## config.mk

```make
export PLATFORM = sky130hd
export DESIGN_NAME = frf_ramp_floor
export DESIGN_NICKNAME = d
export VERILOG_FILES = /design/src/rtl/frf_pkg.sv /design/src/rtl/frf_ramp_floor.sv
export SDC_FILE = /design/constraint.sdc
export NUM_CORES = 1
export LEC_CHECK = 0
export ABC_AREA = 1
export BUFFER_PORTS_ARGS = -buffer_cell sky130_fd_sc_hd__clkbuf_2
export CORE_MARGIN = 4
export CORE_UTILIZATION = 55
export DETAILED_ROUTE_END_ITERATION = 6
export GPL_TIMING_DRIVEN = 0
export PLACE_DENSITY_LB_ADDON = 0.12
export SETUP_SLACK_MARGIN = 0.1
export SLEW_MARGIN = 20
export SYNTH_ARGS = -nofsm -noshare
export SYNTH_HDL_FRONTEND = slang
export SYNTH_SLANG_ARGS = --single-unit
```

## constraint.sdc

```tcl
create_clock -name clk_sys -period 7 [get_ports clk_sys]
set_input_delay 0.35 -clock clk_sys [delete_from_list [all_inputs] [get_ports clk_sys]]
set_output_delay 0.35 -clock clk_sys [all_outputs]
set_load 0.03 [all_outputs]
```

## src/rtl/frf_pkg.sv

```systemverilog
package frf_pkg;
	// register layout
	localparam logic [7:0] CTRL_RESET  = 8'h00;
	localparam logic [2:0] SYNC_RESET  = 3'h6;
	localparam int         RATE_LSB    = 0;
	localparam int         RATE_MSB    = 2;
	localparam int         RAMP_ON_BIT = 3;
	localparam int         SYNC_BIT    = 4;
	localparam int         FLOOR_LSB   = 5;
	localparam int         NUM_DRIVES  = 3;
	localparam logic [7:0] DUTY_ZERO   = 8'h00;

	// duty step per time slot, indexed by rate code
	localparam logic [7:0] RAMP_STEP [8] = '{8'h01, 8'h02, 8'h03, 8'h04,
	                                         8'h08, 8'h0C, 8'h18, 8'h30};

	// slot time: slowest code covers 33..100 percent in 35 s
	localparam longint RAMP_SLOW_TIME_MS = 35000;
	localparam longint CLK_KHZ           = 40000;
	localparam longint RAMP_SPAN_STEPS   = 171;
	localparam int     SLOT_CYCLES_DFLT  =
		int'((RAMP_SLOW_TIME_MS * CLK_KHZ) / RAMP_SPAN_STEPS);
	localparam int     SLOT_W            = 24;

	// per drive inputs from the control loop
	typedef struct packed {
		logic [7:0] calcDuty;
		logic [7:0] minDuty;
		logic       belowStart;
	} frf_chan_s;

	// all state of the block
	typedef struct packed {
		logic [7:0]                 ctrl;
		logic [7:0]                 target1;
		logic [NUM_DRIVES-1:0][7:0] duty;
		logic [2:0]                 speedSync;
		logic [SLOT_W-1:0]          slotCnt;
	} frf_state_s;
endpackage : frf_pkg

```

## src/rtl/frf_ramp_floor.sv

```systemverilog
`timescale 1ns/100ps
module frf_ramp_floor #(
	parameter int SLOT_CYCLES = frf_pkg::SLOT_CYCLES_DFLT
) (
	input  wire logic                                        clk_sys,
	input  wire logic                                        nrst,
	input  wire logic                                        wrEn,
	input  wire logic [7:0]                                  wrData,
	input  wire logic                                        cfgLock,
	input  wire logic                                        autoMode,
	input  wire logic                                        ctlUpdate,
	input  wire frf_pkg::frf_chan_s [frf_pkg::NUM_DRIVES-1:0] chanIn,
	output logic [7:0]                                       rdData,
	output logic [frf_pkg::NUM_DRIVES-1:0][7:0]              driveDuty,
	output logic [2:0]                                       speedSync
);
	frf_pkg::frf_state_s st;
	frf_pkg::frf_state_s next_st;
	logic [frf_pkg::NUM_DRIVES-1:0][7:0] floorDuty;
	logic [7:0]                          step;
	logic                                rampOn;
	logic                                slotTick;
	logic [8:0]                          gap;

	// floor selection below start temperature, per drive
	genvar g;
	generate
		for (g = 0; g < frf_pkg::NUM_DRIVES; g++) begin : gFloor
			always_comb begin
				if (autoMode && chanIn[g].belowStart) begin
					floorDuty[g] = st.ctrl[frf_pkg::FLOOR_LSB+g] ?
						chanIn[g].minDuty : frf_pkg::DUTY_ZERO;
				end else begin
					floorDuty[g] = chanIn[g].calcDuty;
				end
			end
		end
	endgenerate

	// ramp controls decoded from the register, slot tick from the slot counter
	assign step     = frf_pkg::RAMP_STEP[st.ctrl[frf_pkg::RATE_MSB:frf_pkg::RATE_LSB]];
	assign rampOn   = st.ctrl[frf_pkg::RAMP_ON_BIT];
	assign slotTick = (st.slotCnt == frf_pkg::SLOT_W'(SLOT_CYCLES - 1));

	// next state
	always_comb begin
		next_st = st;
		gap     = 9'h000;
		if (wrEn && !cfgLock) begin
			next_st.ctrl = wrData;
		end
		next_st.speedSync = {frf_pkg::SYNC_RESET[2:1], st.ctrl[frf_pkg::SYNC_BIT]};
		next_st.slotCnt = slotTick ? '0 : st.slotCnt + frf_pkg::SLOT_W'(1);
		if (ctlUpdate) begin
			next_st.target1 = floorDuty[0];
			next_st.duty[1] = floorDuty[1];
			next_st.duty[2] = floorDuty[2];
			if (!rampOn) begin
				next_st.duty[0] = floorDuty[0];
			end
		end
		// step drive 1 once per slot toward its target
		if (rampOn && slotTick) begin
			if (st.duty[0] < st.target1) begin
				gap = {1'b0, st.target1} - {1'b0, st.duty[0]};
				next_st.duty[0] = (gap > {1'b0, step}) ? st.duty[0] + step : st.target1;
			end else if (st.duty[0] > st.target1) begin
				gap = {1'b0, st.duty[0]} - {1'b0, st.target1};
				next_st.duty[0] = (gap > {1'b0, step}) ? st.duty[0] - step : st.target1;
			end
		end
	end

	// state register
	always_ff @(posedge clk_sys or negedge nrst) begin
		if (!nrst) begin
			st         <= '0;
			st.ctrl    <= frf_pkg::CTRL_RESET;
			st.speedSync <= frf_pkg::SYNC_RESET;
		end else begin
			st <= next_st;
		end
	end

	// outputs straight from flops
	assign rdData    = st.ctrl;
	assign driveDuty = st.duty;
	assign speedSync = st.speedSync;

	// register at reset value on the first edge after release
	property p_reset_ctrl;
		@(posedge clk_sys)
		$rose(nrst) |-> (rdData == frf_pkg::CTRL_RESET);
	endproperty
	a_reset_ctrl: assert property (p_reset_ctrl) else $error("register not at reset value after reset");

	// all drives idle on the first edge after release
	property p_reset_duty;
		@(posedge clk_sys)
		$rose(nrst) |-> (driveDuty == '0);
	endproperty
	a_reset_duty: assert property (p_reset_duty) else $error("drive duty not zero after reset");

	// speed sync mask at reset value after release
	property p_reset_sync;
		@(posedge clk_sys)
		$rose(nrst) |-> (speedSync == frf_pkg::SYNC_RESET);
	endproperty
	a_reset_sync: assert property (p_reset_sync) else $error("speed sync mask wrong after reset");

	// lock freezes the register contents
	property p_lock_holds;
		@(posedge clk_sys) disable iff (!nrst)
		cfgLock |=> $stable(st.ctrl);
	endproperty
	a_lock_holds: assert property (p_lock_holds) else $error("locked register changed");

	// locked write leaves the read value alone
	property p_locked_out;
		@(posedge clk_sys) disable iff (!nrst)
		(wrEn && cfgLock) |=> $stable(rdData);
	endproperty
	a_locked_out: assert property (p_locked_out) else $error("locked write reached read data");

	// unlocked write lands one cycle later
	property p_write_takes;
		@(posedge clk_sys) disable iff (!nrst)
		(wrEn && !cfgLock) |=> (rdData == $past(wrData));
	endproperty
	a_write_takes: assert property (p_write_takes) else $error("unlocked write lost");

	// no write, no change
	property p_hold_idle;
		@(posedge clk_sys) disable iff (!nrst)
		!wrEn |=> $stable(rdData);
	endproperty
	a_hold_idle: assert property (p_hold_idle) else $error("register changed without write");

	// rate field picks the step size
	property p_rate_field;
		@(posedge clk_sys) disable iff (!nrst)
		(wrEn && !cfgLock)
		|=> (step == frf_pkg::RAMP_STEP[$past(wrData[frf_pkg::RATE_MSB:frf_pkg::RATE_LSB])]);
	endproperty
	a_rate_field: assert property (p_rate_field) else $error("ramp step does not follow rate field");

	// ramp enable follows its bit
	property p_ramp_on_bit;
		@(posedge clk_sys) disable iff (!nrst)
		(wrEn && !cfgLock) |=> (rampOn == $past(wrData[frf_pkg::RAMP_ON_BIT]));
	endproperty
	a_ramp_on_bit: assert property (p_ramp_on_bit) else $error("ramp enable does not follow its bit");

	// sync mask follows the sync bit
	property p_sync_map;
		@(posedge clk_sys) disable iff (!nrst)
		##1 (speedSync == {2'h3, $past(st.ctrl[frf_pkg::SYNC_BIT])});
	endproperty
	a_sync_map: assert property (p_sync_map) else $error("speed sync mask wrong");

	// sync bit clear leaves input 2 out
	property p_sync_off;
		@(posedge clk_sys) disable iff (!nrst)
		!st.ctrl[frf_pkg::SYNC_BIT] |=> (speedSync == frf_pkg::SYNC_RESET);
	endproperty
	a_sync_off: assert property (p_sync_off) else $error("input 2 synced while off");

	// sync bit set takes all three inputs
	property p_sync_on;
		@(posedge clk_sys) disable iff (!nrst)
		st.ctrl[frf_pkg::SYNC_BIT] |=> (speedSync == 3'h7);
	endproperty
	a_sync_on: assert property (p_sync_on) else $error("inputs 2 to 4 not synced");

	// inputs 3 and 4 always synced
	property p_sync_fixed;
		@(posedge clk_sys) disable iff (!nrst)
		speedSync[2:1] == 2'h3;
	endproperty
	a_sync_fixed: assert property (p_sync_fixed) else $error("inputs 3 and 4 not synced");

	// drive 1 off below start when floor bit clear
	property p_floor1;
		@(posedge clk_sys) disable iff (!nrst)
		(ctlUpdate && autoMode && chanIn[0].belowStart && !rampOn
		 && !st.ctrl[frf_pkg::FLOOR_LSB]) |=> (driveDuty[0] == 8'h00);
	endproperty
	a_floor1: assert property (p_floor1) else $error("drive 1 not off below start");

	// drive 1 at minimum below start when floor bit set
	property p_floor1_min;
		@(posedge clk_sys) disable iff (!nrst)
		(ctlUpdate && autoMode && chanIn[0].belowStart && !rampOn
		 && st.ctrl[frf_pkg::FLOOR_LSB]) |=> (driveDuty[0] == $past(chanIn[0].minDuty));
	endproperty
	a_floor1_min: assert property (p_floor1_min) else $error("drive 1 not at minimum below start");

	// drive 2 floor choice
	property p_floor2;
		@(posedge clk_sys) disable iff (!nrst)
		(ctlUpdate && autoMode && chanIn[1].belowStart)
		|=> (driveDuty[1] == ($past(st.ctrl[frf_pkg::FLOOR_LSB+1]) ? $past(chanIn[1].minDuty) : 8'h00));
	endproperty
	a_floor2: assert property (p_floor2) else $error("drive 2 floor wrong");

	// drive 3 floor choice
	property p_floor3;
		@(posedge clk_sys) disable iff (!nrst)
		(ctlUpdate && autoMode && chanIn[2].belowStart)
		|=> (driveDuty[2] == ($past(st.ctrl[frf_pkg::FLOOR_LSB+2]) ? $past(chanIn[2].minDuty) : 8'h00));
	endproperty
	a_floor3: assert property (p_floor3) else $error("drive 3 floor wrong");

	// drive 2 takes the loop duty above start
	property p_drive2_direct;
		@(posedge clk_sys) disable iff (!nrst)
		(ctlUpdate && !(autoMode && chanIn[1].belowStart))
		|=> (driveDuty[1] == $past(chanIn[1].calcDuty));
	endproperty
	a_drive2_direct: assert property (p_drive2_direct) else $error("drive 2 lost loop duty");

	// drive 3 takes the loop duty above start
	property p_drive3_direct;
		@(posedge clk_sys) disable iff (!nrst)
		(ctlUpdate && !(autoMode && chanIn[2].belowStart))
		|=> (driveDuty[2] == $past(chanIn[2].calcDuty));
	endproperty
	a_drive3_direct: assert property (p_drive3_direct) else $error("drive 3 lost loop duty");

	// ramp off: drive 1 jumps at the update
	property p_direct;
		@(posedge clk_sys) disable iff (!nrst)
		(ctlUpdate && !rampOn) |=> (driveDuty[0] == $past(floorDuty[0]));
	endproperty
	a_direct: assert property (p_direct) else $error("drive 1 did not jump");

	// every update records the drive 1 target
	property p_target_latch;
		@(posedge clk_sys) disable iff (!nrst)
		ctlUpdate |=> (st.target1 == $past(floorDuty[0]));
	endproperty
	a_target_latch: assert property (p_target_latch) else $error("drive 1 target not latched");

	// one slot never moves drive 1 more than a step
	property p_step_bound;
		@(posedge clk_sys) disable iff (!nrst)
		(rampOn && slotTick) |=> (((driveDuty[0] >= $past(driveDuty[0])) ? (driveDuty[0] - $past(driveDuty[0]))
			: ($past(driveDuty[0]) - driveDuty[0])) <= $past(step));
	endproperty
	a_step_bound: assert property (p_step_bound) else $error("ramp step too large");

	// below target: slot moves drive 1 up
	property p_step_up;
		@(posedge clk_sys) disable iff (!nrst)
		(rampOn && slotTick && (st.duty[0] < st.target1)) |=> (driveDuty[0] > $past(driveDuty[0]));
	endproperty
	a_step_up: assert property (p_step_up) else $error("drive 1 did not ramp up");

	// above target: slot moves drive 1 down
	property p_step_down;
		@(posedge clk_sys) disable iff (!nrst)
		(rampOn && slotTick && (st.duty[0] > st.target1)) |=> (driveDuty[0] < $past(driveDuty[0]));
	endproperty
	a_step_down: assert property (p_step_down) else $error("drive 1 did not ramp down");

	// upward ramp stops at the target
	property p_no_over_up;
		@(posedge clk_sys) disable iff (!nrst)
		(rampOn && slotTick && (st.duty[0] < st.target1)) |=> (driveDuty[0] <= $past(st.target1));
	endproperty
	a_no_over_up: assert property (p_no_over_up) else $error("drive 1 overshot target");

	// downward ramp stops at the target
	property p_no_over_down;
		@(posedge clk_sys) disable iff (!nrst)
		(rampOn && slotTick && (st.duty[0] > st.target1)) |=> (driveDuty[0] >= $past(st.target1));
	endproperty
	a_no_over_down: assert property (p_no_over_down) else $error("drive 1 undershot target");

	// far below target: exactly one full step up
	property p_full_step;
		@(posedge clk_sys) disable iff (!nrst)
		(rampOn && slotTick && (st.duty[0] < st.target1) && ((st.target1 - st.duty[0]) > step))
		|=> (driveDuty[0] == 8'($past(driveDuty[0]) + $past(step)));
	endproperty
	a_full_step: assert property (p_full_step) else $error("drive 1 step size wrong");

	// on target: drive 1 rests
	property p_at_target;
		@(posedge clk_sys) disable iff (!nrst)
		(rampOn && (st.duty[0] == st.target1)) |=> $stable(driveDuty[0]);
	endproperty
	a_at_target: assert property (p_at_target) else $error("drive 1 moved at target");

	// between slots drive 1 holds
	property p_slot_only;
		@(posedge clk_sys) disable iff (!nrst)
		(rampOn && !slotTick) |=> $stable(driveDuty[0]);
	endproperty
	a_slot_only: assert property (p_slot_only) else $error("drive 1 moved between slots");

	// slot counter wraps on the tick
	property p_slot_wrap;
		@(posedge clk_sys) disable iff (!nrst)
		slotTick |=> (st.slotCnt == '0);
	endproperty
	a_slot_wrap: assert property (p_slot_wrap) else $error("slot counter did not wrap");

	// slot counter counts by one between ticks
	property p_slot_count;
		@(posedge clk_sys) disable iff (!nrst)
		!slotTick |=> (st.slotCnt == $past(st.slotCnt) + frf_pkg::SLOT_W'(1));
	endproperty
	a_slot_count: assert property (p_slot_count) else $error("slot counter skipped");

	// main scenarios reached
	c_locked_write: cover property (@(posedge clk_sys) disable iff (!nrst) wrEn && cfgLock);
	c_ramp_up:      cover property (@(posedge clk_sys) disable iff (!nrst)
		rampOn && slotTick && (st.duty[0] < st.target1));
	c_ramp_down:    cover property (@(posedge clk_sys) disable iff (!nrst)
		rampOn && slotTick && (st.duty[0] > st.target1));
	c_floor_zero:   cover property (@(posedge clk_sys) disable iff (!nrst)
		ctlUpdate && autoMode && chanIn[2].belowStart && !st.ctrl[frf_pkg::FLOOR_LSB+2]);
	c_ramp_reach:   cover property (@(posedge clk_sys) disable iff (!nrst)
		rampOn && (st.duty[0] == st.target1) && (st.target1 != 8'h00));
endmodule : frf_ramp_floor

```

==> out/metrics.yaml <==
outcome:
  status: "finished clean"
route:
  wirelength_um: 15000
  drt-pass1-iter-count: 5
  viasPerCell: 5.24
  ant_nets: 0
  wl_per_cell_um: 14.4
  dr.first_iter.drc_count: 345
  drc_errors: 0
  via_count: 5430
logic_synthesis:
  synth_ff_type: "dfrtp_1"
  yosysTopAreaCell: "dfrtp_1"
  synth_edf_count: 0
  ys_ff_latch: 65
  synth.distinct_cells: 45
  synth_async_sr_flop_share: 1.00
  avgSynthCellArea_um2: 7.17
  synth_cells: 788
  yosys-top-cells-area: "dfrtp_1 (29%), nand2_1 (13%), ha_1 (9.5%), inv_1 (7.2%), nand3_1 (5.9%)"
  synth_top_area_share: 0.288
  synth-warning-count: 0
  yosysSeqAreaShare: 0.288
  synth_area_mm2: 0.00565
hold_path:
  hold_class: "input port to flip-flop"
  min_path_cells: 2
run:
  cap_violations: 0
final_layout:
  final_cell_mix: "nand2_1 (197), inv_1 (109), clkbuf_2 (96)"
  fillers: 915
  final_common_cell: "nand2_1"
  regArea_mm2: 0.00163
  area.growth.synth_to_final_pct: 15.5
  num_antenna_cells: 0
  fin_nets: 1011
  multi_input_comb_area_mm2: 0.00325
  drive_gt1_frac: 0.227
timing:
  fmax_mhz: 282
  max_slew_margin: 0.615
  post-route-period-util: 0.506
  hold_viol_final: 0
  min_period_ns: 3.54
  final-setup-viol-count: 0
  fin_ws_ns: 3.46
  final.setup.tns_ns: 0
  fin_skew_ns: 0.0101
  worst_pin_slew_ns: 0.577
  drv_slew: 0
  rsz0062_at_grt: "no"
worst_setup_path:
  start_kind: "flip-flop"
  max_stage_delay_ns: 0.55
  path_cells: "inv_1 > fa_1 > nand3_1 > nand3_1 > xor2_1 > ha_1 > a21oi_1 > nand3_1 > nand2_1 > nand2_1 > nand2_1 > nand3_2 > nand2_1 > nand3_1 > nand3_1 > nand2_1"
  crit_type: "flip-flop to flip-flop"
  cp.arrival_ns: 3.78
  critPathRequiredTime_ns: 7.24
  r2r_cells: 16
  worstPathMaxFanout: 9
  cp-end-kind: "flip-flop"
  cpMaxStageDelayCell: "fa_1"
power_and_ir_drop:
  leakagePower_nw: 3.48
  total_power_mw: 1.79
  irDropWorstVdd_mv: 0.192
  power_density_mw_per_mm2: 274
global_routing:
  grt_pass1_vias: 5427
  grt_max_degree: 43
  grt_overflow: 0
  antenna_found_initial: 0
  grt_pass1_wl_um: 25000
  grt_use_total: 0.265
clock_tree:
  clock-root-buffer: "clkbuf_8"
  cts_buffers: 9
  cts.sinks: 65
  clk_pin_slew_ns: 0.07
  cts_tree: "yes"
  h-tree-depth: 3
  ctsLongestPathBuffers: 2
  post_cts_resized: 0
  clkLatencyLatePin_ns: 0.35
placement:
  dpl.hpwl_um: 12100
  gp_congestion: 0.942
  numPortBuffers: 97
  post-place-ws_ns: 3.50
floorplanning:
  pin_count: 100
  die_w_um: 109
  dieArea_mm2: 0.0120
  die_y_um: 109
  core_mm2: 0.00991
  num_rows: 36
  start_util: 0.570
## metal layers
layer | GRT usage | up-vias | wire length [um]
met2 | 0.471 | 170 | 7520
met5 | 0 | - | 0
met3 | 0.0388 | 35 | 870
met1 | 0.327 | 2484 | 6230
li1 | - | 2741 | -
met4 | 0.0917 | 0 | 360
## flip-flops by register name, summed over array words and instances (netlist names)
signal / flops
driveDuty: 24
speedSync: 1
rdData: 8
st: 32
## critical path, delay by kind of cell (launching register included)
family,cells,cell delay [ns]
simple gates,11,1.48
flops,1,0.49
buf+inv,1,0.22
fa+ha+maj,2,0.85
compound gates,1,0.20
xor+xnor,1,0.17
## layout make-up
| class | count | share of cell area |
|---|---|---|
| flip-flops and latches | 65 | 0.249 |
| repair buffers | 99 | 0.0793 |
| well taps | 133 | 0.0255 |
| clock buffers | 13 | 0.0228 |
| multi-input cells | 559 | 0.497 |
| inverters | 112 | 0.0644 |
| clock inverters | 3 | 0.00613 |
| plain buffers | 53 | 0.0556 |
## metrics by stage
stage | cells | instance area, um^2 | util | hold WS [ns]
2_1_floorplan | 789 | 5660 | - | 0.0544
3_3_place_gp | 1019 | 6310 | 0.636 | 0.381
3_5_place_dp | 1020 | 6330 | 0.639 | 0.297
4_1_cts | 1037 | 6530 | 0.659 | 0.214
5_1_grt | 1037 | 6530 | 0.659 | 0.240
6_report | 1037 | 6530 | 0.659 | 0.227
## report_power, final
group	total, mW	switching, mW	internal [mW]
registers	0.445	0.0363	0.409
clock network	0.319	0.145	0.174
logic	1.02	0.659	0.364
total	1.79	0.840	0.947
## worst paths after layout
path	from	endpoint	slack [ns]
worst max-delay path	driveDuty[1]$_DFF_PN0_	driveDuty[3]$_DFF_PN0_	3.46
worst min-delay path	wrData[4]	rdData[4]$_DFFE_PN0P_	0.23
worst max register to register	driveDuty[1]$_DFF_PN0_	driveDuty[3]$_DFF_PN0_	3.46
worst min register to register	rdData[4]$_DFFE_PN0P_	speedSync[0]$_DFF_PN0_	0.43
max in group asynchronous	nrst	st[53]$_DFFE_PN0P_	6.01
min in group asynchronous	nrst	driveDuty[22]$_DFFE_PN0P_	0.46
## kinds of logic (layout without fill, tap and decap cells)
logic type                 Yosys count  after routing  synth area share
AOI/OAI and AO/OA                   98             98            0.0990
xor gates and xnor gates            21             21            0.0325
adders and majority gates           47             47             0.109
buffers and inverters              165            280             0.139
DFF                                 65             65             0.288
muxes                                5              5           0.00996
other                                1              2          0.000664
and+or+nand+nor                    386            386             0.322
## synth_stat cells (9+ instances only)
master,number
buf_4,35
nand2_2,9
nand4_1,18
nand3_1,67
a31oi_1,23
o21ai_0,35
inv_1,109
xor2_1,16
nand2_1,197
dfrtp_1,65
ha_1,43
nor2_1,52
a21oi_1,24
clkbuf_1,11
nor2_2,9
## what timing repair did
item	4_1_cts	5_1_grt
hold buffers	1	0
hold endpoints to repair	23	0
setup buffers	0	0
No activity file was read; power rests on OpenSTA's default activity.
